==> src/core/rhf_regs.vh <==
// Register map, field positions, reset values and counts of the reader FIFO host block.
// Included by rhf_core.v; definitions only.
`ifndef RHF_REGS_VH
`define RHF_REGS_VH

// ----------------------------------------
// Register offsets (5-bit address field)
// ----------------------------------------
`define RHF_ADR_IRQ_STAT 5'h0C
`define RHF_ADR_IRQ_MASK 5'h0D
`define RHF_ADR_FIFO_STAT 5'h1C
`define RHF_ADR_TX_LEN_HI 5'h1D
`define RHF_ADR_TX_LEN_LO 5'h1E
`define RHF_ADR_FIFO 5'h1F

// ----------------------------------------
// Direct commands
// ----------------------------------------
`define RHF_CMD_RESET 5'h0F

// ----------------------------------------
// Interrupt cause bits
// ----------------------------------------
`define RHF_IRQ_TX_BIT 7
`define RHF_IRQ_RX_BIT 6
`define RHF_IRQ_FIFO_BIT 5
`define RHF_IRQ_CRC_BIT 4
`define RHF_IRQ_FRAME_BIT 2

// ----------------------------------------
// FIFO status fields
// ----------------------------------------
`define RHF_FST_OVF_BIT 4
`define RHF_FST_LOW_BIT 5
`define RHF_FST_HIGH_BIT 6
`define RHF_LVL_LOW 4'h3
`define RHF_LVL_LOW_PREV 4'h4
`define RHF_LVL_HIGH 4'h9
`define RHF_LVL_HIGH_PREV 4'h8
`define RHF_TX_FIFO_IRQ_MIN 12'h005

// ----------------------------------------
// Reset values and counts
// ----------------------------------------
`define RHF_IRQ_STAT_RST 8'h00
`define RHF_IRQ_MASK_RST 8'h00
`define RHF_TX_LEN_RST 8'h00
`define RHF_STRAP_WAIT 2'h3

`endif

==> src/core/rhf_core.v <==
// Host interface and FIFO data path of a reader front end.
// Host is master and drives data_clk; air encoder/decoder sit on the air_* ports, same clock.
//
// What this block does
// - Twelve-byte FIFO at one address, locations 0..11, filled cyclically.
// - Reset direct command empties the FIFO and its counter.
// - FIFO status low nibble reports stored bytes minus one.
// - Twelve-bit TX byte length plus four partial bits decide the end-of-frame.
// - Overflow flag, FIFO status bit 4, when loaded while full.
// - Level-low flag, bit 5, during transmit when three bytes remain.
// - Level-high flag, bit 6, at nine bytes; drives receive FIFO interrupt.
// - Interrupt when FIFO runs low in transmit or high in receive.
// - Transmit starts by itself on the first FIFO byte written.
// - Parallel: data7 rising with clock high is start, resets interface.
// - Parallel: data7 falling with clock high is simple stop.
// - Parallel: data7 rise then fall with clock low is continuous stop.
// - Start-of-frame sets status bit 6; short frames interrupt at end.
// - Long received frames interrupt when the ninth byte enters.
// - Receive failures set framing or checksum error status flags.
// - TX start sets bit 7; five-plus byte frames also interrupt at three.
// - Straps sampled after reset select parallel or one of two serial modes.
// - Serial: status clears one read clock after its read; parallel at stop.
// - Serial without select: data-in edges with clock high start and stop.
// - First word: bit7 command, bit6 read, bit5 continuous, bits4..0 code.
// - Continuous mode increments address per byte; single mode takes one.
`timescale 1ns/1ps
`default_nettype none
`include "rhf_regs.vh"

module rhf_core #(
	parameter DEPTH = 12
) (
	input  wire        clock,
	input  wire        nrst,
	input  wire        data_clk,
	input  wire [7:0]  io_in,
	output wire [7:0]  io_out,
	output wire [7:0]  io_oe,
	output wire        irq,
	output wire [7:0]  air_tx_byte,
	output wire        air_tx_valid,
	input  wire        air_tx_ready,
	output wire        air_tx_eof,
	output wire [3:0]  air_tx_tail_bits,
	input  wire [7:0]  air_rx_byte,
	input  wire        air_rx_valid,
	output wire        air_rx_ready,
	input  wire        air_rx_sof,
	input  wire        air_rx_end,
	input  wire        air_rx_frame_err,
	input  wire        air_rx_crc_err
);

	localparam [3:0] ST_IDLE = 4'b0001;
	localparam [3:0] ST_ADDR = 4'b0010;
	localparam [3:0] ST_DATA = 4'b0100;
	localparam [3:0] ST_DONE = 4'b1000;
	localparam [3:0] LVL_SPARE = DEPTH - 1;

	// ----------------------------------------
	// Pin synchronisers and edge detect
	// ----------------------------------------
	reg [1:0] ck_sync_r;
	reg       ck_d_r;
	reg [7:0] io_s1_r;
	reg [7:0] io_s2_r;
	reg       d7_d_r;
	reg       ss_d_r;

	always @(posedge clock)
	begin
		if (!nrst)
		begin
			ck_sync_r <= 2'h0;
			ck_d_r    <= 1'b0;
			io_s1_r   <= 8'h00;
			io_s2_r   <= 8'h00;
			d7_d_r    <= 1'b0;
			ss_d_r    <= 1'b1;
		end
		else
		begin
			ck_sync_r <= {ck_sync_r[0], data_clk};
			ck_d_r    <= ck_sync_r[1];
			io_s1_r   <= io_in;
			io_s2_r   <= io_s1_r;
			d7_d_r    <= io_s2_r[7];
			ss_d_r    <= io_s2_r[4];
		end
	end

	wire ck      = ck_sync_r[1];
	wire ck_rise = ck & ~ck_d_r;
	wire ck_fall = ~ck & ck_d_r;
	wire d7      = io_s2_r[7];
	wire d7_rise = d7 & ~d7_d_r;
	wire d7_fall = ~d7 & d7_d_r;
	wire ss_rise = io_s2_r[4] & ~ss_d_r;
	wire ss_fall = ~io_s2_r[4] & ss_d_r;

	// ----------------------------------------
	// Mode straps
	// ----------------------------------------
	reg [1:0] strap_cnt_r;
	reg       strap_done_r;
	reg       par_mode_r;
	reg       ss_mode_r;

	always @(posedge clock)
	begin
		if (!nrst)
		begin
			strap_cnt_r  <= 2'h0;
			strap_done_r <= 1'b0;
			par_mode_r   <= 1'b1;
			ss_mode_r    <= 1'b0;
		end
		else if (!strap_done_r)
		begin
			strap_cnt_r <= strap_cnt_r + 2'h1;
			if (strap_cnt_r == `RHF_STRAP_WAIT)
			begin
				strap_done_r <= 1'b1;
				par_mode_r   <= (io_s2_r[2:0] == 3'h0) || (io_s2_r[2:0] == 3'h7);
				ss_mode_r    <= (io_s2_r[2:0] != 3'h0) && (io_s2_r[2:0] != 3'h7)
					&& io_s2_r[1];
			end
		end
	end

	// ----------------------------------------
	// Start and stop conditions
	// ----------------------------------------
	reg  cstop_arm_r;
	wire start_ev = strap_done_r & (ss_mode_r ? ss_fall : (d7_rise & ck));
	wire sstop_ev = strap_done_r & (ss_mode_r ? ss_rise : (d7_fall & ck));
	wire cstop_ev = strap_done_r & par_mode_r & d7_fall & ~ck & cstop_arm_r;
	wire stop_ev  = sstop_ev | cstop_ev;

	always @(posedge clock)
	begin
		if (!nrst)
			cstop_arm_r <= 1'b0;
		else if (d7_fall || start_ev)
			cstop_arm_r <= 1'b0;
		else if (par_mode_r && d7_rise && !ck)
			cstop_arm_r <= 1'b1;
	end

	// ----------------------------------------
	// Word engine
	// ----------------------------------------
	reg [3:0] st_r;
	reg [2:0] bit_cnt_r;
	reg [7:0] in_sh_r;
	reg [4:0] adr_r;
	reg       rd_r;
	reg       cont_r;
	reg [7:0] out_sh_r;
	reg [7:0] io_out_r;
	reg [7:0] io_oe_r;
	reg [7:0] rd_mux;

	wire [7:0] byte_in   = par_mode_r ? io_s2_r : {in_sh_r[6:0], d7};
	wire       busy      = st_r[1] | st_r[2];
	wire       byte_done = ck_rise & busy & (par_mode_r | (bit_cnt_r == 3'h7));
	wire       addr_word = byte_done & st_r[1];
	wire       cmd_ev    = addr_word & byte_in[7];
	wire [4:0] ld_adr    = st_r[1] ? byte_in[4:0] : adr_r + 5'h01;
	wire       ld_read   = byte_done & ((st_r[1] & ~byte_in[7] & byte_in[6])
		| (st_r[2] & rd_r & cont_r));
	wire       wr_ev     = byte_done & st_r[2] & ~rd_r;
	wire       reset_cmd = cmd_ev & (byte_in[4:0] == `RHF_CMD_RESET);

	always @(posedge clock)
	begin
		if (!nrst || stop_ev)
		begin
			st_r      <= ST_IDLE;
			bit_cnt_r <= 3'h0;
			rd_r      <= 1'b0;
			cont_r    <= 1'b0;
			adr_r     <= 5'h00;
			in_sh_r   <= 8'h00;
			out_sh_r  <= 8'h00;
			io_out_r  <= 8'h00;
			io_oe_r   <= 8'h00;
		end
		else if (start_ev)
		begin
			st_r      <= ST_ADDR;
			bit_cnt_r <= 3'h0;
			io_oe_r   <= 8'h00;
		end
		else
		begin
			if (ck_rise && busy)
			begin
				in_sh_r   <= byte_in;
				bit_cnt_r <= bit_cnt_r + 3'h1;
			end
			if (addr_word)
			begin
				rd_r   <= byte_in[6];
				cont_r <= byte_in[5];
				adr_r  <= byte_in[4:0];
				st_r   <= byte_in[7] ? ST_DONE : ST_DATA;
			end
			else if (byte_done && st_r[2])
			begin
				if (cont_r)
					adr_r <= adr_r + 5'h01;
				else
					st_r <= ST_DONE;
			end
			if (ld_read)
			begin
				out_sh_r <= rd_mux;
				io_oe_r  <= par_mode_r ? 8'hFF : 8'h40;
				if (par_mode_r)
					io_out_r <= rd_mux;
			end
			else if (byte_done && st_r[2] && rd_r && !cont_r)
				io_oe_r <= 8'h00;
			if (ck_fall && !par_mode_r && st_r[2] && rd_r)
			begin
				io_out_r[6] <= out_sh_r[7];
				out_sh_r    <= {out_sh_r[6:0], 1'b0};
			end
		end
	end

	// ----------------------------------------
	// FIFO and its flags
	// ----------------------------------------
	reg  [7:0]  irq_stat_r;
	reg  [7:0]  irq_mask_r;
	reg  [7:0]  len_hi_r;
	reg  [7:0]  len_lo_r;
	reg         ovf_r;
	reg         tx_act_r;
	reg         rx_act_r;
	reg  [11:0] sent_r;
	reg  [3:0]  lvl_d_r;
	reg  [7:0]  tx_byte_r;
	reg         tx_valid_r;
	reg         tx_eof_r;
	reg         rx_ready_r;
	reg         irq_r;
	reg         stat_rd_r;
	reg         stat_arm_r;
	wire        f_in_ready;
	wire        f_out_valid;
	wire [7:0]  f_out_data;
	wire [3:0]  lvl;

	wire [11:0] tx_len    = {len_hi_r, len_lo_r[7:4]};
	wire        host_push = wr_ev & (adr_r == `RHF_ADR_FIFO);
	wire        host_pop  = ld_read & (ld_adr == `RHF_ADR_FIFO) & f_out_valid & ~tx_act_r;
	wire        f_in_val  = host_push | air_rx_valid;
	wire [7:0]  f_in_dat  = host_push ? byte_in : air_rx_byte;
	wire        tx_slot   = ~tx_valid_r | air_tx_ready;
	wire        tx_pop    = tx_act_r & f_out_valid & tx_slot & (sent_r != tx_len);
	wire        tx_done   = tx_act_r & (sent_r == tx_len) & tx_slot;
	wire        tx_start  = host_push & ~tx_act_r & ~rx_act_r;
	wire        lost      = (f_in_val & ~f_in_ready) | (host_push & air_rx_valid);
	wire [3:0]  lvl_field = (lvl == 4'h0) ? 4'h0 : lvl - 4'h1;
	wire        lvl_high  = (lvl >= `RHF_LVL_HIGH);
	wire        lvl_low   = tx_act_r & (lvl <= `RHF_LVL_LOW);
	wire [7:0]  fifo_stat = {1'b0, lvl_high, lvl_low, ovf_r, lvl_field};
	wire        tx_fifo_ev = tx_act_r & (tx_len >= `RHF_TX_FIFO_IRQ_MIN)
		& (lvl == `RHF_LVL_LOW) & (lvl_d_r == `RHF_LVL_LOW_PREV);
	wire        rx_fifo_ev = rx_act_r & (lvl == `RHF_LVL_HIGH)
		& (lvl_d_r == `RHF_LVL_HIGH_PREV);
	wire        fifo_ev   = tx_fifo_ev | rx_fifo_ev;
	wire        irq_ev    = fifo_ev | tx_done | air_rx_end | air_rx_frame_err | air_rx_crc_err;
	wire        stat_clr  = stat_arm_r & (par_mode_r ? stop_ev : ck_rise);

	rhf_fifo #(
		.WIDTH (8),
		.DEPTH (DEPTH),
		.CW    (4)
	) u_fifo (
		.clock     (clock),
		.nrst      (nrst),
		.clear     (reset_cmd),
		.in_valid  (f_in_val),
		.in_data   (f_in_dat),
		.in_ready  (f_in_ready),
		.out_valid (f_out_valid),
		.out_data  (f_out_data),
		.out_ready (tx_act_r ? tx_pop : host_pop),
		.level     (lvl)
	);

	always @*
	begin
		case (ld_adr)
			`RHF_ADR_IRQ_STAT:  rd_mux = irq_stat_r;
			`RHF_ADR_IRQ_MASK:  rd_mux = irq_mask_r;
			`RHF_ADR_FIFO_STAT: rd_mux = fifo_stat;
			`RHF_ADR_TX_LEN_HI: rd_mux = len_hi_r;
			`RHF_ADR_TX_LEN_LO: rd_mux = len_lo_r;
			`RHF_ADR_FIFO:      rd_mux = f_out_valid ? f_out_data : 8'h00;
			default:            rd_mux = 8'h00;
		endcase
	end

	// ----------------------------------------
	// Registers, transmit and receive control
	// ----------------------------------------
	always @(posedge clock)
	begin
		if (!nrst)
		begin
			irq_stat_r <= `RHF_IRQ_STAT_RST;
			irq_mask_r <= `RHF_IRQ_MASK_RST;
			len_hi_r   <= `RHF_TX_LEN_RST;
			len_lo_r   <= `RHF_TX_LEN_RST;
			ovf_r      <= 1'b0;
			tx_act_r   <= 1'b0;
			rx_act_r   <= 1'b0;
			sent_r     <= 12'h000;
			lvl_d_r    <= 4'h0;
			tx_byte_r  <= 8'h00;
			tx_valid_r <= 1'b0;
			tx_eof_r   <= 1'b0;
			rx_ready_r <= 1'b0;
			irq_r      <= 1'b0;
			stat_rd_r  <= 1'b0;
			stat_arm_r <= 1'b0;
		end
		else
		begin
			lvl_d_r    <= lvl;
			rx_ready_r <= (lvl < LVL_SPARE);
			tx_eof_r   <= tx_done;
			if (wr_ev && adr_r == `RHF_ADR_IRQ_MASK)
				irq_mask_r <= byte_in;
			if (wr_ev && adr_r == `RHF_ADR_TX_LEN_HI)
				len_hi_r <= byte_in;
			if (wr_ev && adr_r == `RHF_ADR_TX_LEN_LO)
				len_lo_r <= byte_in;
			if (lost)
				ovf_r <= 1'b1;
			else if (reset_cmd)
				ovf_r <= 1'b0;
			if (tx_pop)
			begin
				tx_byte_r  <= f_out_data;
				tx_valid_r <= 1'b1;
			end
			else if (air_tx_ready)
				tx_valid_r <= 1'b0;
			if (reset_cmd || tx_done)
			begin
				tx_act_r <= 1'b0;
				sent_r   <= 12'h000;
			end
			else
			begin
				if (tx_start)
					tx_act_r <= 1'b1;
				if (tx_pop)
					sent_r <= sent_r + 12'h001;
			end
			if (reset_cmd || air_rx_end)
				rx_act_r <= 1'b0;
			else if (air_rx_sof)
				rx_act_r <= 1'b1;
			if (ld_read && ld_adr == `RHF_ADR_IRQ_STAT)
				stat_rd_r <= 1'b1;
			else if (byte_done && st_r[2] && rd_r)
				stat_rd_r <= 1'b0;
			if (byte_done && st_r[2] && rd_r && stat_rd_r)
				stat_arm_r <= 1'b1;
			else if (stat_clr)
				stat_arm_r <= 1'b0;
			irq_stat_r <= stat_clr ? 8'h00 : irq_stat_r;
			if (tx_start || tx_done)
				irq_stat_r[`RHF_IRQ_TX_BIT] <= 1'b1;
			if (air_rx_sof)
				irq_stat_r[`RHF_IRQ_RX_BIT] <= 1'b1;
			if (fifo_ev)
				irq_stat_r[`RHF_IRQ_FIFO_BIT] <= 1'b1;
			if (air_rx_crc_err)
				irq_stat_r[`RHF_IRQ_CRC_BIT] <= 1'b1;
			if (air_rx_frame_err)
				irq_stat_r[`RHF_IRQ_FRAME_BIT] <= 1'b1;
			if (irq_ev)
				irq_r <= 1'b1;
			else if (stat_clr)
				irq_r <= 1'b0;
		end
	end

	assign io_out           = io_out_r;
	assign io_oe            = io_oe_r;
	assign irq              = irq_r;
	assign air_tx_byte      = tx_byte_r;
	assign air_tx_valid     = tx_valid_r;
	assign air_tx_eof       = tx_eof_r;
	assign air_tx_tail_bits = len_lo_r[3:0];
	assign air_rx_ready     = rx_ready_r;

endmodule

`default_nettype wire

==> src/core/rhf_fifo.v <==
// Byte FIFO with valid/ready on both sides, level output and synchronous clear.
// Same clock as its user; storage in flip-flops addressed by index.
`timescale 1ns/1ps
`default_nettype none

module rhf_fifo #(
	parameter WIDTH = 8,
	parameter DEPTH = 12,
	parameter CW    = 4
) (
	input  wire             clock,
	input  wire             nrst,
	input  wire             clear,
	input  wire             in_valid,
	input  wire [WIDTH-1:0] in_data,
	output wire             in_ready,
	output wire             out_valid,
	output wire [WIDTH-1:0] out_data,
	input  wire             out_ready,
	output wire [CW-1:0]    level
);

	localparam [CW-1:0] LAST = DEPTH - 1;
	localparam [CW-1:0] FULL = DEPTH;

	reg [WIDTH-1:0] mem_r [0:DEPTH-1];
	reg [CW-1:0]    wr_ptr_r;
	reg [CW-1:0]    rd_ptr_r;
	reg [CW-1:0]    cnt_r;

	wire push = in_valid & in_ready;
	wire pop  = out_valid & out_ready;

	assign in_ready  = (cnt_r != FULL);
	assign out_valid = (cnt_r != {CW{1'b0}});
	assign out_data  = mem_r[rd_ptr_r];
	assign level     = cnt_r;

	genvar gi;
	generate
		for (gi = 0; gi < DEPTH; gi = gi + 1)
		begin : g_mem
			always @(posedge clock)
			begin
				if (push && wr_ptr_r == gi)
					mem_r[gi] <= in_data;
			end
		end
	endgenerate

	always @(posedge clock)
	begin
		if (!nrst || clear)
		begin
			wr_ptr_r <= {CW{1'b0}};
			rd_ptr_r <= {CW{1'b0}};
			cnt_r    <= {CW{1'b0}};
		end
		else
		begin
			if (push)
				wr_ptr_r <= (wr_ptr_r == LAST) ? {CW{1'b0}} : wr_ptr_r + 1'b1;
			if (pop)
				rd_ptr_r <= (rd_ptr_r == LAST) ? {CW{1'b0}} : rd_ptr_r + 1'b1;
			if (push && !pop)
				cnt_r <= cnt_r + 1'b1;
			else if (pop && !push)
				cnt_r <= cnt_r - 1'b1;
		end
	end

endmodule

`default_nettype wire

==> config.mk <==
export PLATFORM = sky130hd
export DESIGN_NAME = rhf_core
export DESIGN_NICKNAME = d
export VERILOG_FILES = /design/src/core/rhf_core.v /design/src/core/rhf_fifo.v
export VERILOG_INCLUDE_DIRS = /design/src /design/src/core
export SDC_FILE = /design/constraint.sdc
export NUM_CORES = 1
export LEC_CHECK = 0
export ABC_AREA = 1
export BUFFER_PORTS_ARGS = -buffer_cell sky130_fd_sc_hd__buf_4
export CORE_MARGIN = 1
export CORE_UTILIZATION = 66
export DETAILED_ROUTE_END_ITERATION = 8
export GPL_ROUTABILITY_DRIVEN = 0
export GPL_TIMING_DRIVEN = 0
export PLACE_DENSITY = 0.82
export SLEW_MARGIN = 20
export SYNTH_ARGS = -nofsm -noshare
export SYNTH_HDL_FRONTEND = slang
export SYNTH_SLANG_ARGS = --single-unit
==> constraint.sdc <==
create_clock -name clock -period 4.57 [get_ports clock]
set_input_delay 0.914 -clock clock [delete_from_list [all_inputs] [get_ports clock]]
set_output_delay 0.914 -clock clock [all_outputs]
set_load 0.05 [all_outputs]
Word-level counts from Yosys, hierarchy flattened
Memory sizes are Yosys's and may differ from the RTL's. A register that Yosys moved wholly into a read port is not among the register bits.
Cells that the tools add are included.
- shifts and indexed selects: 0
- equality and inequality tests: 36
- divide/modulo/power cells: 0
- bitwise gates (word level): 75
- multiplexer cells: 106
- order comparisons: 4
- multipliers: 0
- add/subtract/negate cells: 8
- reductions and logical operators: 89
- operator list (kind ; count):
    8-bit 2-to-1 mux ; 20
    8-bit OR reduction ; 11
    4-bit 2-to-1 mux ; 18
    1-bit 2-to-1 mux ; 56
    1-bit bitwise AND ; 48
    8-bit one-hot mux with 6 select lines ; 1
    5-bit == test (second input constant) ; 7
    2-bit nonzero test ; 16
    1-bit logical AND ; 30
    4-bit == test (second input constant) ; 7
    4-bit by 3-bit == test with 1-bit output (second input constant) ; 5
    5-bit by 4-bit == test with 1-bit output (second input constant) ; 4
    5-bit 2-to-1 mux ; 4
    1-bit inverter ; 15
    7-bit 2-to-1 mux ; 2
    12-bit by 1-bit adder with 12-bit output (second input constant) ; 1
    4-bit by 1-bit adder with 4-bit output (second input constant) ; 3
    12-bit == test ; 1
    4-bit by 2-bit == test with 1-bit output (second input constant) ; 3
    12-bit by 3-bit greater-or-equal comparator with 1-bit output (second input constant) ; 1
    3-bit 2-to-1 mux ; 4
    12-bit inequality test ; 1
    1-bit bitwise OR ; 12
    2-bit AND reduction ; 6
    other kinds (23) ; 42
- logic and storage cells: 364
- RAM bits: 96
- flip-flop bits (word level): 145
- output and inout port bits: 32
- memory bits (read-only): 0
- bits in latches: 0
- memories: 1
- memory list (memory ; depth ; width ; rd ports ; clocked after memory_dff ; write ports ; RTL line ; source):
    u_fifo.mem_r ; 12 ; 8 ; 1 ; 1 ; 1 ; rhf_fifo.v:26 ; reg [WIDTH-1:0] mem_r [0:DEPTH-1];

Longest topological paths before layout
Gate-level depths: netlist (run 1).
- depth in word-level cells: 24
- gate-level depth with buffers: 16
- depth with buffers taken out: 16

Hierarchy
A second synthesis (run 1) with hierarchy kept.
- cells, all modules: 1371
- area total of the unflattened synthesis: 11174.5 um^2
- by module, submodules not included (module ; instances ; area each (um^2) ; cells an instance):
    rhf_core ; 1 ; 6179.7 ; 883
    rhf_fifo ; 1 ; 4994.8 ; 488

Worst setup path after synthesis (run 1)
OpenSTA, ideal clock, no wires.
- path type: register -> register
- from: register adr_r[0]
- to: register u_fifo.cnt_r[3] (netlist: u_fifo.level[3])
- buffers on the path: 0
- stages on the path, launching flop included: 17
- setup slack: 1.989 ns
- clock period less this slack: 2.581 ns
- arrival time: 2.454 ns
- path through: dfxtp_1 ha_1 inv_1 nor2_1 ha_1 or2_2 o21ai_4 inv_2 nand3_1 o21ai_2 nand2_1 ha_1 nand4_1 o21ai_0 nand2_1 xor2_1 nor2_1
- longest elaborated chain between the ends: 11
- elaborated cells between the ends (all ways): 18
- RTL lines (what ; RTL line ; source):
    start: declaration ; rhf_core.v:156 ; reg [4:0] adr_r;
    start signal: assignment ; rhf_core.v:206 ; adr_r <= byte_in[4:0];
    start signal: assignment ; rhf_core.v:212 ; adr_r <= adr_r + 5'h01;
    5-bit by 1-bit adder with 5-bit output ; rhf_core.v:169 ; wire [4:0] ld_adr = st_r[1] ? byte_in[4:0] : adr_r + 5'h01;
    5-bit 2-to-1 mux ; rhf_core.v:169 ;
    5-bit == test ; - ;
    1-bit bitwise AND (3 in series) ; rhf_core.v:259 ; wire host_pop = ld_read & (ld_adr == `RHF_ADR_FIFO) & f_out_valid & ~tx_act_r;
    1-bit 2-to-1 mux ; rhf_core.v:292 ; .out_ready (tx_act_r ? tx_pop : host_pop),
    1-bit bitwise AND ; rhf_fifo.v:32 ; wire pop = out_valid & out_ready;
    1-bit logical NOT ; rhf_fifo.v:65 ; if (push && !pop)
    1-bit logical AND ; rhf_fifo.v:65 ;
    4-bit 2-to-1 mux / 2-bit nonzero test (equally long branches) ; - ;
    end signal: assignment ; rhf_fifo.v:57 ; cnt_r <= {CW{1'b0}};
    end signal: assignment ; rhf_fifo.v:66 ; cnt_r <= cnt_r + 1'b1;
    end signal: assignment ; rhf_fifo.v:68 ; cnt_r <= cnt_r - 1'b1;
    end: declaration ; rhf_fifo.v:29 ; reg [CW-1:0] cnt_r;
Parallel ways exist; a longest one is shown, timed or not.
A chain may end at the register's enable or synchronous reset.

Worst setup path in the final report (run 1)
- from: register ck_sync_r[1]
- to: memory u_fifo.mem_r[1][0], enable pin
- longest elaborated chain between the ends: 23
- elaborated cells between the ends (all ways): 77
- RTL lines (what ; RTL line ; source):
    start: declaration ; rhf_core.v:63 ; reg [1:0] ck_sync_r;
    start signal: assignment ; rhf_core.v:83 ; ck_sync_r <= {ck_sync_r[0], data_clk};
    1-bit bitwise AND * ; rhf_core.v:93 ; wire ck_rise = ck & ~ck_d_r;
    1-bit bitwise AND * (2 in series) ; rhf_core.v:166 ; wire byte_done = ck_rise & busy & (par_mode_r | (bit_cnt_r == 3'h7));
    1-bit bitwise AND * (2 in series) ; rhf_core.v:172 ; wire wr_ev = byte_done & st_r[2] & ~rd_r;
    1-bit bitwise AND * ; rhf_core.v:258 ; wire host_push = wr_ev & (adr_r == `RHF_ADR_FIFO);
    1-bit bitwise OR * ; rhf_core.v:260 ; wire f_in_val = host_push | air_rx_valid;
    1-bit bitwise AND * ; rhf_fifo.v:31 ; wire push = in_valid & in_ready;
    1-bit logical AND ; rhf_fifo.v:45 ; if (push && wr_ptr_r == gi)
    1-bit 2-to-1 mux ; rhf_fifo.v:45 ;
    1-bit 2-to-1 mux (implied by the code) ; rhf_fifo.v:46 ; mem_r[gi] <= in_data;
    8-bit OR reduction (no line) ; - ;
    4-bit 2-to-1 mux (no line) / 1-bit 2-to-1 mux (equally long branches) (11 in series) ; - ;
    end: declaration ; rhf_fifo.v:26 ;
Every way passes the cells marked *; elsewhere a longest branch is shown, timed or not.

==> results of run 1 <==
## kinds of logic after synthesis
kind of cell	Yosys count	synth area share, %
AO/OA/AOI/OAI	239	12.31
AND/OR/NAND/NOR	571	22.42
flip-flops	238	53.55
adder cells (fa/ha/maj)	18	2.106
buffers and inverters	216	8.226
XOR/XNOR	17	1.393
## power groups by stage
stage	logic [mW]	clock network, mW	registers (mW)
floorplan	0.132	0	2.31
global placement	0.205	0	2.31
detailed placement	0.214	0	2.31
CTS	0.218	2.06	2.27
global route	0.244	2.14	2.27
finish	0.223	2.06	2.27
## cells in the mapped netlist (4+ instances only)
cell type  count  area (µm²)
nand2_1      326        1224
a31oi_1       13       81.33
nand2_2        8       50.05
o211ai_1       7       52.55
nor3_1        25       125.1
ha_1          18       225.2
edfxtp_1      96        2883
buf_4         11       82.58
a21oi_1       85       425.4
clkbuf_1      33       123.9
dfxtp_1      142        2843
or2_2          4       25.02
o22ai_1       10       62.56
o21ai_0       94       470.5
o21ai_1        8       40.04
a211oi_1      10       75.07
inv_2          7       26.28
nor2_2         5       31.28
xor2_1        14       122.6
inv_1        157       589.3
nand4_1       23       143.9
buf_2          4       20.02
nand3_1       43       215.2
nor2_1       127       476.7
## layout make-up
type | count | area [µm²] | share of cell area, %
buffer | 52 | 264.0 | 2.153
clock buffer | 35 | 723.2 | 5.897
clock inverter | 9 | 120.1 | 0.9794
inverter | 164 | 615.6 | 5.019
multi-input combinational | 845 | 4133 | 33.70
sequential | 238 | 5725 | 46.68
tap | 216 | 270.3 | 2.204
timing repair buffer | 55 | 412.9 | 3.367
## metal layers
metal  part of all wire (%)  routed length, µm
met3                    9.2               2517
met1                     43              11750
met4                    2.8                772
met2                     45              12450
met5                      0                  0
## per-stage QoR
stage | cells | total power [mW]
floorplan | 1299 | 2.444
global placement | 1570 | 2.518
detailed placement | 1570 | 2.528
CTS | 1614 | 4.547
global route | 1614 | 4.659
finish | 1614 | 4.552
## cell usage in the layout (no fill, tap or decap), types with 14 or more instances in the layout
master | netlist | layout
a21oi_1 | 85 | 85
xor2_1 | 14 | 14
nand4_1 | 23 | 23
nor2_1 | 127 | 127
o21ai_1 | 8 | 14
ha_1 | 18 | 18
nand3_1 | 43 | 43
clkbuf_1 | 33 | 37
o21ai_0 | 94 | 88
edfxtp_1 | 96 | 96
buf_4 | 11 | 66
inv_1 | 157 | 157
dfxtp_1 | 142 | 142
nor3_1 | 25 | 16
nand2_1 | 326 | 326
clkbuf_16 | 0 | 25
## critical path: stages, from the launching register on
cell	delay (ps)
dfxtp_1	420
nand2_1	140
a21oi_2	230
o21ai_2	150
nor3_1	380
nand2_1	340
nand2_1	180
nand2_2	120
buf_2	220
nor3_2	690
## sequential cells by signal (all words and copies together), names as in the netlist, 3 cells and up, named ones only
signal,count
io_out,8
in_sh_r,7
adr_r,5
sent_r,12
io_s2_r,8
bit_cnt_r,3
len_lo_r,8
u_fifo.level,4
u_fifo.wr_ptr_r,4
out_sh_r,8
u_fifo.rd_ptr_r,4
lvl_d_r,4
irq_stat_r,5
u_fifo.mem_r,96
air_tx_byte,8
irq_mask_r,8
len_hi_r,8
io_s1_r,8
## worst max-delay path by stage
stage,from,end,slack [ps],depth (start not counted)
4_1_cts,ck_sync_r[1],u_fifo.mem_r[0][4],1250,7
2_1_floorplan,adr_r[0],u_fifo.level[3],1990,16
6_report,ck_sync_r[1],u_fifo.mem_r[1][0],1300,9
5_1_grt,ck_sync_r[1],u_fifo.mem_r[11][7],1130,9
3_5_place_dp,ck_sync_r[1],u_fifo.mem_r[0][4],1280,7
3_3_place_gp,ck_sync_r[1],u_fifo.mem_r[1][0],1000,9
==> metrics.txt, run 1 <==
Mapped Avg Cell Area 8.232 µm²; Max transition margin 30.39%; Post-CTS Setup Inserts 0; Ys Warns 0; Logic pwr share 4.9%; Cell Area, Synth ~0.011 mm²; grt ovf 0; Ports 57; cell count of the worst reg-to-reg path 9; Avg Vias per Cell 5.732; final core utilization 77.49%; Reg clk slew, reported paths 60 ps; placed cell area 0.01142 mm²; clock latency on the worst-skew pair between 500 and 600 ps; r2r setup slk 1300 ps; initial cell density of the core 67.56%; final hold slack 414.4 ps; sequential cell area fraction in the yosys report between 50% and 60%; Reg power frac about half; Die Span X 129.3 µm; FMAX 305.7 MHz; initial drt markers 884; Max Cap Viol 0; post-route cell area 0.01226 mm²; leakage 5.144 nW; DR vias 9251; switching portion of total power 21.50%; crit end category register; Setup TNS 0 ps; Crit Reg-Reg Endpoint u_fifo.mem_r[1][0]; met1 Resource Use GR about 47%; initial antenna violation count 0; largest net degree at the start of global routing 15; CTS Sinks 238; period utilization 71.57%; required time worst endpoint 4700 ps; first-pass GRT wire length 42850 µm; internal power 3.573 mW; final setup fails 0; Max rail drop VDD 0.3562 mV; Clock Path Buffers 3; Final WS setup 1299 ps; Area growth syn-to-layout 14.70%; min Tclk post-route ~3300 ps; All-Layer GR Usage roughly 33%; Total Routed Length 27490 µm; fill cell count between 1000 and 1500; cts repair resizes 0; Setup Skew ~16 ps; CP max FO 10; Site Rows 46; CTS root buffer clkbuf_16; Detailed Routing Iterations Pass 1 5; Synth Flop Type dfxtp_1; FFs w/ async S/R, synth 0%; Core ar. roughly 0.016 mm²; Hold Fails Final Rpt 0; antenna diode count 0; Min-Delay Path Class reg -> reg; Hold Path Cell Cnt 2; Setup CP Type reg -> reg; Die H 129.3 µm; drt wl/cell about 17 µm; htree depth 1; TritonCTS clock tree yes; pwr/cell area 371.1 mW/mm²; Top Usage Layer GRT met2; I/O Buffers between 50 and 60; number of flops mapped to enable cells by yosys 96; status completed; CTS Buf Count 24; met2 Use GR 52.28%; vias in the first global route around 8400; grt met3 use 5.945%; crit path DAT 3400 ps; hold buffers post-CTS 0; fin. max-slew vios 0; unrepaired setup endpoints after global routing no; drt drc 0; Distinct cells, synth 43; layout cell share with drive strength beyond 1 11.02%; share of power burned in the clock network 45.3%; Syn Nets 1342; Antenna Nets Post-Route 0; WHS Endpoint io_s2_r[7]; Syn Inst Count 1299; die area 0.01671 mm²; post-DP HPWL 19350 µm; Nets 1423; Post-Place Worst Slack 1281 ps; Critical R2R Launch ck_sync_r[1]; worst slew pin tran about 1000 ps; crit start category register; P_sw 0.9785 mW; Hold Startpoint io_s1_r[7]; flops & latches, synth roughly 240
Power figures use the tool's default switching activity.
==> inputs of run 2 (changes only) <==
Settings changed: ABC_AREA 1 to 0, CORE_UTILIZATION 66 to 55, PLACE_DENSITY 0.82 to 0.73.
Clock period 4.57 ns to 2.7 ns, I/O delays scaled along.
==> run 2 against run 1 <==
  * The run now ends with setup timing left
  * Combinational power is 120% higher
  * Flip-flop and latch count stayed put
  * Utilization is 10 points lower
  * Die area is 19% higher
  * Hold slack worse by 220 ps
  * Global-route usage is 5.6 points lower
  * Clock skew is 4.5 ps lower
  * Critical path type unchanged
  * Largest cell class unchanged
  * Largest power group unchanged
==> metrics.txt, run 2 <==
critical-path cell list ha_4, and3_4, ha_4, nor2_4, a21oi_4, nand2_2, or4_4, a21oi_4, inv_2, ha_4, nand2b_4, a21oi_2, xnor2_1, nor2_1; Syn Nets 1034 (-23%); Site Rows 50 (+8.7%); Max rail drop VDD 0.4410 mV (+24%); cell family with most CP delay simple AND/OR/NAND/NOR gates; FMAX 344.4 MHz (+13%); clock latency on the worst-skew pair 520 ps (about the same); top-area cell type share of the netlist area 27.18% (+0.22 points); Total Routed Length 27720 µm (+0.81%); crit start category register; min Tclk post-route 2904 ps (-367.0 ps); Antenna Nets Post-Route 0 (unchanged); status complete, but fails checks; die area 0.01984 mm² (+19%); most common cell after layout, fill and taps aside dfxtp_1; CP max-delay cell or4_4; Area growth syn-to-layout 19.00%; required time worst endpoint 3100 ps (-1600 ps); period utilization 107.5% (+36 points); FFs w/ async S/R, synth 0% (unchanged); antenna diode count 0 (unchanged); Regs by FF count u_fifo.mem_r x96, sent_r x12; Detailed Routing Iterations Pass 1 6 (+1); Ports 57 (unchanged); TritonCTS clock tree yes; Avg Vias per Cell 5.972 (+4.2%); CTS Sinks 238 (unchanged); Synth Flop Type dfxtp_1; initial drt markers 893 (+1.0%); CTS root buffer clkbuf_16; crit-path max cell delay 520 ps (-170 ps); Die H 140.9 µm (+9.0%); All-Layer GR Usage 27.92% (-5.6 points); Hold Fails Final Rpt 0 (unchanged); crit path DAT 3300 ps (-100 ps); Die Span X 140.9 µm (+9.0%); Largest Register u_fifo.mem_r; most common cell in the netlist dfxtp_1; Synth top cells by count dfxtp_1, nor2_1, edfxtp_1; Final WS setup -203.8 ps (-1503 ps); Mapped Avg Cell Area 10.70 µm² (+30%); Max Cap Viol 0 (unchanged); leakage 4.401 nW (-14%); layout cell share with drive strength beyond 1 21.60% (+11 points); initial antenna violation count 0 (unchanged); Buf/Inv on CP 1 (unchanged); area leader, netlist edfxtp_1; crit end category register; failing checks setup timing; Max transition margin 43.90% (+14 points); htree depth 1 (unchanged); dpl cells 1307 (-17%); DR vias 8188 (-11%); flops & latches, synth 238 (unchanged); first-pass GRT wire length 42190 µm (-1.5%); fin cells 1371 (-15%); CTS Buf Count 25 (+4.2%); Nets 1136 (-20%); CP max FO 7 (-3); Clock Path Buffers 3 (unchanged); cell mode on critical path ha_4; vias in the first global route 7504 (-10%); sequential cell area fraction in the yosys report 53.98% (+0.44 points); Min-Delay Path Class in -> reg; initial cell density of the core 56.33% (-11 points); Ys Warns 0 (unchanged); Distinct cells, synth 68 (+58%); number of flip-flops in the largest register 96 (unchanged); unrepaired setup endpoints after global routing yes; drt drc 0 (unchanged); final setup fails 4 (+4); I/O Buffers 56 (+1.8%); fin. max-slew vios 0 (unchanged); final hold slack 189.9 ps (-224.5 ps); worst slew pin tran 836.5 ps (-200.7 ps); Cell Area, Synth 0.01061 mm² (-0.81%); drt wl/cell 20.22 µm (+19%); Setup CP Type reg -> reg; pwr/cell area 603.7 mW/mm² (+63%); post-DP HPWL 18980 µm (-1.9%); grt ovf 0 (unchanged); Syn Inst Count 991 (-24%); Reg clk slew, reported paths 70 ps (about the same); most frequent cells in the layout dfxtp_1, nor2_1, edfxtp_1; Synth area leaders edfxtp_1, dfxtp_1, mux2i_1, nor2_1, mux4_2; Setup Skew 11.48 ps (-4.475 ps); number of flops mapped to enable cells by yosys 96 (unchanged); Core ar. 0.01883 mm² (+19%); largest net degree at the start of global routing 15 (unchanged)
run 2: cell count changes in the layout (fill, tap and decap cells not counted), sizes merged, moves of 11 or more:
cell and delta:
buf +29, o21ai -62, a211oi +24, nand2 -278, inv -135, and2 +28, xnor2 +22, nand3 -18
mux2i +54, mux4 +19, and3 +15, a21oi -28, nand2b +11
run 2: report_power, final:
| group | switching (mW) | total (mW) | internal (mW) |
|---|---|---|---|
| sequential | 0.0390 | 3.84 | 3.80 |
| clock | 1.37 | 3.28 | 1.91 |
| combinational | 0.319 | 0.497 | 0.177 |
| total | 1.73 | 7.62 | 5.89 |
run 2: worst reg2reg max path: cells and delay by family, from the launching register on:
kind,cells,cell delay (ps)
and+or+nand+nor,6,1050
adders and majority gates,3,650
AOI/OAI and AO/OA,3,490
DFF,1,370
xor gates and xnor gates,1,130
buffers and inverters,1,80
run 2: routing by layer:
layer | part of all wire [%] | vias up | wire length, µm | GRT usage [%]
met2 | 45 | 393 | 12520 | 43.10
met3 | 8.7 | 90 | 2413 | 4.314
met5 | 0 | - | 0 | 0
met4 | 4.0 | 0 | 1119 | 10.64
li1 | - | 3819 | - | -
met1 | 42 | 3886 | 11660 | 39.79
run 2: layout make-up:
| type | count | area (µm²) |
|---|---|---|
| Fill cell | 1444 | 6208 |
| Sequential cell | 238 | 5731 |
| Multi-Input combinational cell | 668 | 4821 |
| Clock buffer | 37 | 710.7 |
| Timing Repair Buffer | 77 | 578.1 |
| Tap cell | 260 | 325.3 |
| Buffer | 54 | 285.3 |
| Inverter | 29 | 108.9 |
| Clock inverter | 8 | 62.56 |
run 2: metrics by stage:
stage | instance area (µm²) | setup WS, ps | total power [mW] | utilization, % | TNS, ps
after floorplan | 10700 | -77.22 | 4.196 | - | -93.28
after global placement | 11450 | -743.5 | 4.364 | 60.78 | -118840
after detailed placement | 11450 | -917.0 | 4.370 | 60.80 | -111430
after CTS | 12400 | -174.8 | 7.624 | 65.86 | -5468
after global routing | 12620 | -255.2 | 7.801 | 67.03 | -899.9
final | 12620 | -203.8 | 7.619 | 67.03 | -426.9
run 2: final timing paths:
kind,start,to,slack (ps),cells after the start
setup / recovery,adr_r[0],u_fifo.level[3],-200,14
hold / removal,air_rx_end,rx_act_r,190,2
setup reg to reg,adr_r[0],u_fifo.level[3],-200,14
hold reg to reg,io_s1_r[5],io_s2_r[5],420,1
run 2: cells by family after synthesis:
| logic type | Yosys count | synth area share [%] |
|---|---|---|
| XOR/XNOR | 30 | 2.477 |
| adder cells (fa/ha/maj) | 18 | 2.123 |
| AO/OA/AOI/OAI | 191 | 11.74 |
| flip-flops | 238 | 53.98 |
| buffers and inverters | 85 | 3.598 |
| multiplexers | 81 | 9.980 |
| AND/OR/NAND/NOR | 348 | 16.10 |
run 2: what timing repair did:
action | 4_1_cts | 5_1_grt
hold endpoints to repair | 0 | 0
gates resized for setup | 43 | 41
endpoints found under the setup margin | 228 | 210
setup buffers | 10 | 11
pin swaps | 9 | 9
hold buffers | 0 | 0
==> inputs of run 3 (changes only) <==
Settings changed: BUFFER_PORTS_ARGS -buffer_cell sky130_fd_sc_hd__buf_4 to -buffer_cell sky130_fd_sc_hd__buf_2, RECOVER_POWER set to 50.
==> run 3 against run 2 <==
  * The flow still finishes with violations (setup timing)
  * Die area unchanged
  * Sequential share of layout area up 0.86 points
  * Routed wire length is 1.7% lower
  * Total power is 0.24% higher
  * Count of clock-buffer cells in the layout shrank 1
  * Largest cell class unchanged
==> metrics.txt, run 3 (synthesized netlist as in run 2, its figures left out) <==
failing checks setup timing; FMAX 346.2 MHz (+0.52%); most frequent cells in the layout dfxtp_1, nor2_1, edfxtp_1; All-Layer GR Usage 27.65% (-0.28 points); vias in the first global route 7780 (+3.7%); period utilization 107.0% (-0.56 points); pwr/cell area 616.2 mW/mm² (+2.1%); hold buffers post-CTS 0 (unchanged); Setup CP Type reg -> reg; Hold Fails Final Rpt 0 (unchanged); Ports 57 (unchanged); crit path DAT 3300 ps (about the same); die area 0.01984 mm² (unchanged); Max rail drop VDD 0.3929 mV (-11%); Buf/Inv on CP 2 (+1); Detailed Routing Iterations Pass 1 6 (unchanged); initial antenna violation count 0 (unchanged); Antenna Nets Post-Route 0 (unchanged); Max transition margin 35.55% (-8.3 points); Die Span X 140.9 µm (unchanged); htree depth 1 (unchanged); CTS Sinks 238 (unchanged); Final WS setup -188.6 ps (+15.12 ps); drt wl/cell 19.88 µm (-1.6%); Clock Path Buffers 3 (unchanged); layout cell share with drive strength beyond 1 17.66% (-3.9 points); TritonCTS clock tree yes; Core ar. 0.01883 mm² (unchanged); Post-Place Worst Slack -866.2 ps (+50.86 ps); crit-path max cell delay 520 ps (about the same); cell mode on critical path a21oi_4; initial cell density of the core 56.33% (unchanged); crit start category register; CTS Buf Count 25 (unchanged); drt drc 0 (unchanged); Min-Delay Path Class in -> reg; fin. max-slew vios 0 (unchanged); status complete, but fails checks; Reg clk slew, reported paths 60 ps (about the same); Regs by FF count u_fifo.mem_r x96, sent_r x12; CTS root buffer clkbuf_16; number of flip-flops in the largest register 96 (unchanged); initial drt markers 829 (-7.2%); Die H 140.9 µm (unchanged); required time worst endpoint 3110 ps (about the same); Setup Skew 11.10 ps (-0.3777 ps); most common cell after layout, fill and taps aside dfxtp_1; cell family with most CP delay simple AND/OR/NAND/NOR gates; Max Cap Viol 0 (unchanged); Total Routed Length 27240 µm (-1.7%); first-pass GRT wire length 42020 µm (-0.41%); DR vias 8133 (-0.67%); min Tclk post-route 2889 ps (-15.12 ps); final setup fails 5 (+1); largest net degree at the start of global routing 14 (-1); crit end category register; final core utilization 65.82% (-1.2 points); leakage 4.226 nW (-4.0%); antenna diode count 0 (unchanged); post-DP HPWL 19010 µm (+0.14%); Avg Vias per Cell 5.936 (-0.60%); CP max-delay cell or4_4; worst slew pin tran 956.7 ps (+120.2 ps); CP max FO 4 (-3); Largest Register u_fifo.mem_r; grt ovf 0 (unchanged); Nets 1135 (-0.088%); clock latency on the worst-skew pair 530 ps (about the same); Site Rows 50 (unchanged); Area growth syn-to-layout 16.86%; critical-path cell list buf_6, or3b_4, a2111oi_4, nor2_4, or4_4, a21oi_4, inv_2, ha_4, nand2b_4, a21oi_4, xnor2_2, nor2_1; I/O Buffers 56 (unchanged); unrepaired setup endpoints after global routing yes
==> run 3: changes by cell type in the layout (fill, tap and decap cells not counted), moves of 3 or more <==
cell / delta
and2_0: +6
o21ai_1: -3
buf_2: +21
clkbuf_1: +35
and2_1: -6
o21ai_0: +3
buf_4: -56
==> run 3: metal layers <==
metal	track usage [%]	up-vias	wire (µm)
met3	5.537	77	2373
li1	-	3817	-
met4	12.64	0	1061
met1	38.52	3894	11710
met5	0	-	0
met2	41.74	345	12090
==> run 3: final timing paths <==
path | to | startpoint | depth (start not counted) | slack [ps]
setup / recovery | u_fifo.level[3] | par_mode_r | 12 | -190
setup reg to reg | u_fifo.level[3] | par_mode_r | 12 | -190
hold reg to reg | ck_sync_r[1] | ck_sync_r[0] | 1 | 430
hold / removal | rx_act_r | air_rx_end | 2 | 200
==> run 3: area by class of cell <==
class                   count  area [µm²]
plain buffers              54       280.3
clock buffers              36       708.2
clock inverters             9       83.83
fillers                  1457        6436
inverters                  29       108.9
multi-input cells         668        4765
flip-flops and latches    238        5734
well taps                 260       325.3
repair buffers             76       389.1
==> run 3: per-stage QoR <==
step	setup TNS, ps	instances	cell area [µm²]	hold WS, ps	power, mW
after global placement	-116820	1307	11310	416.4	4.351
after global routing	-8154	1370	12390	202.2	7.875
after detailed placement	-109860	1307	11310	417.7	4.362
final	-491.1	1370	12390	197.5	7.638
after CTS	-1917	1361	12290	182.7	7.658
after floorplan	-93.28	991	10700	411.9	4.196
==> run 3: what timing repair did <==
action                                  in CTS  in global routing
setup buffers                               10                 10
resized for setup                           42                 31
pin swaps                                    8                  9
hold endpoints to repair                     0                  0
endpoints found under the setup margin     230                150
==> run 3: power breakdown <==
part           internal [mW]  switching [mW]  total, mW
clock network           1.92            1.39       3.31
logic                  0.164           0.318      0.482
registers               3.80          0.0394       3.84
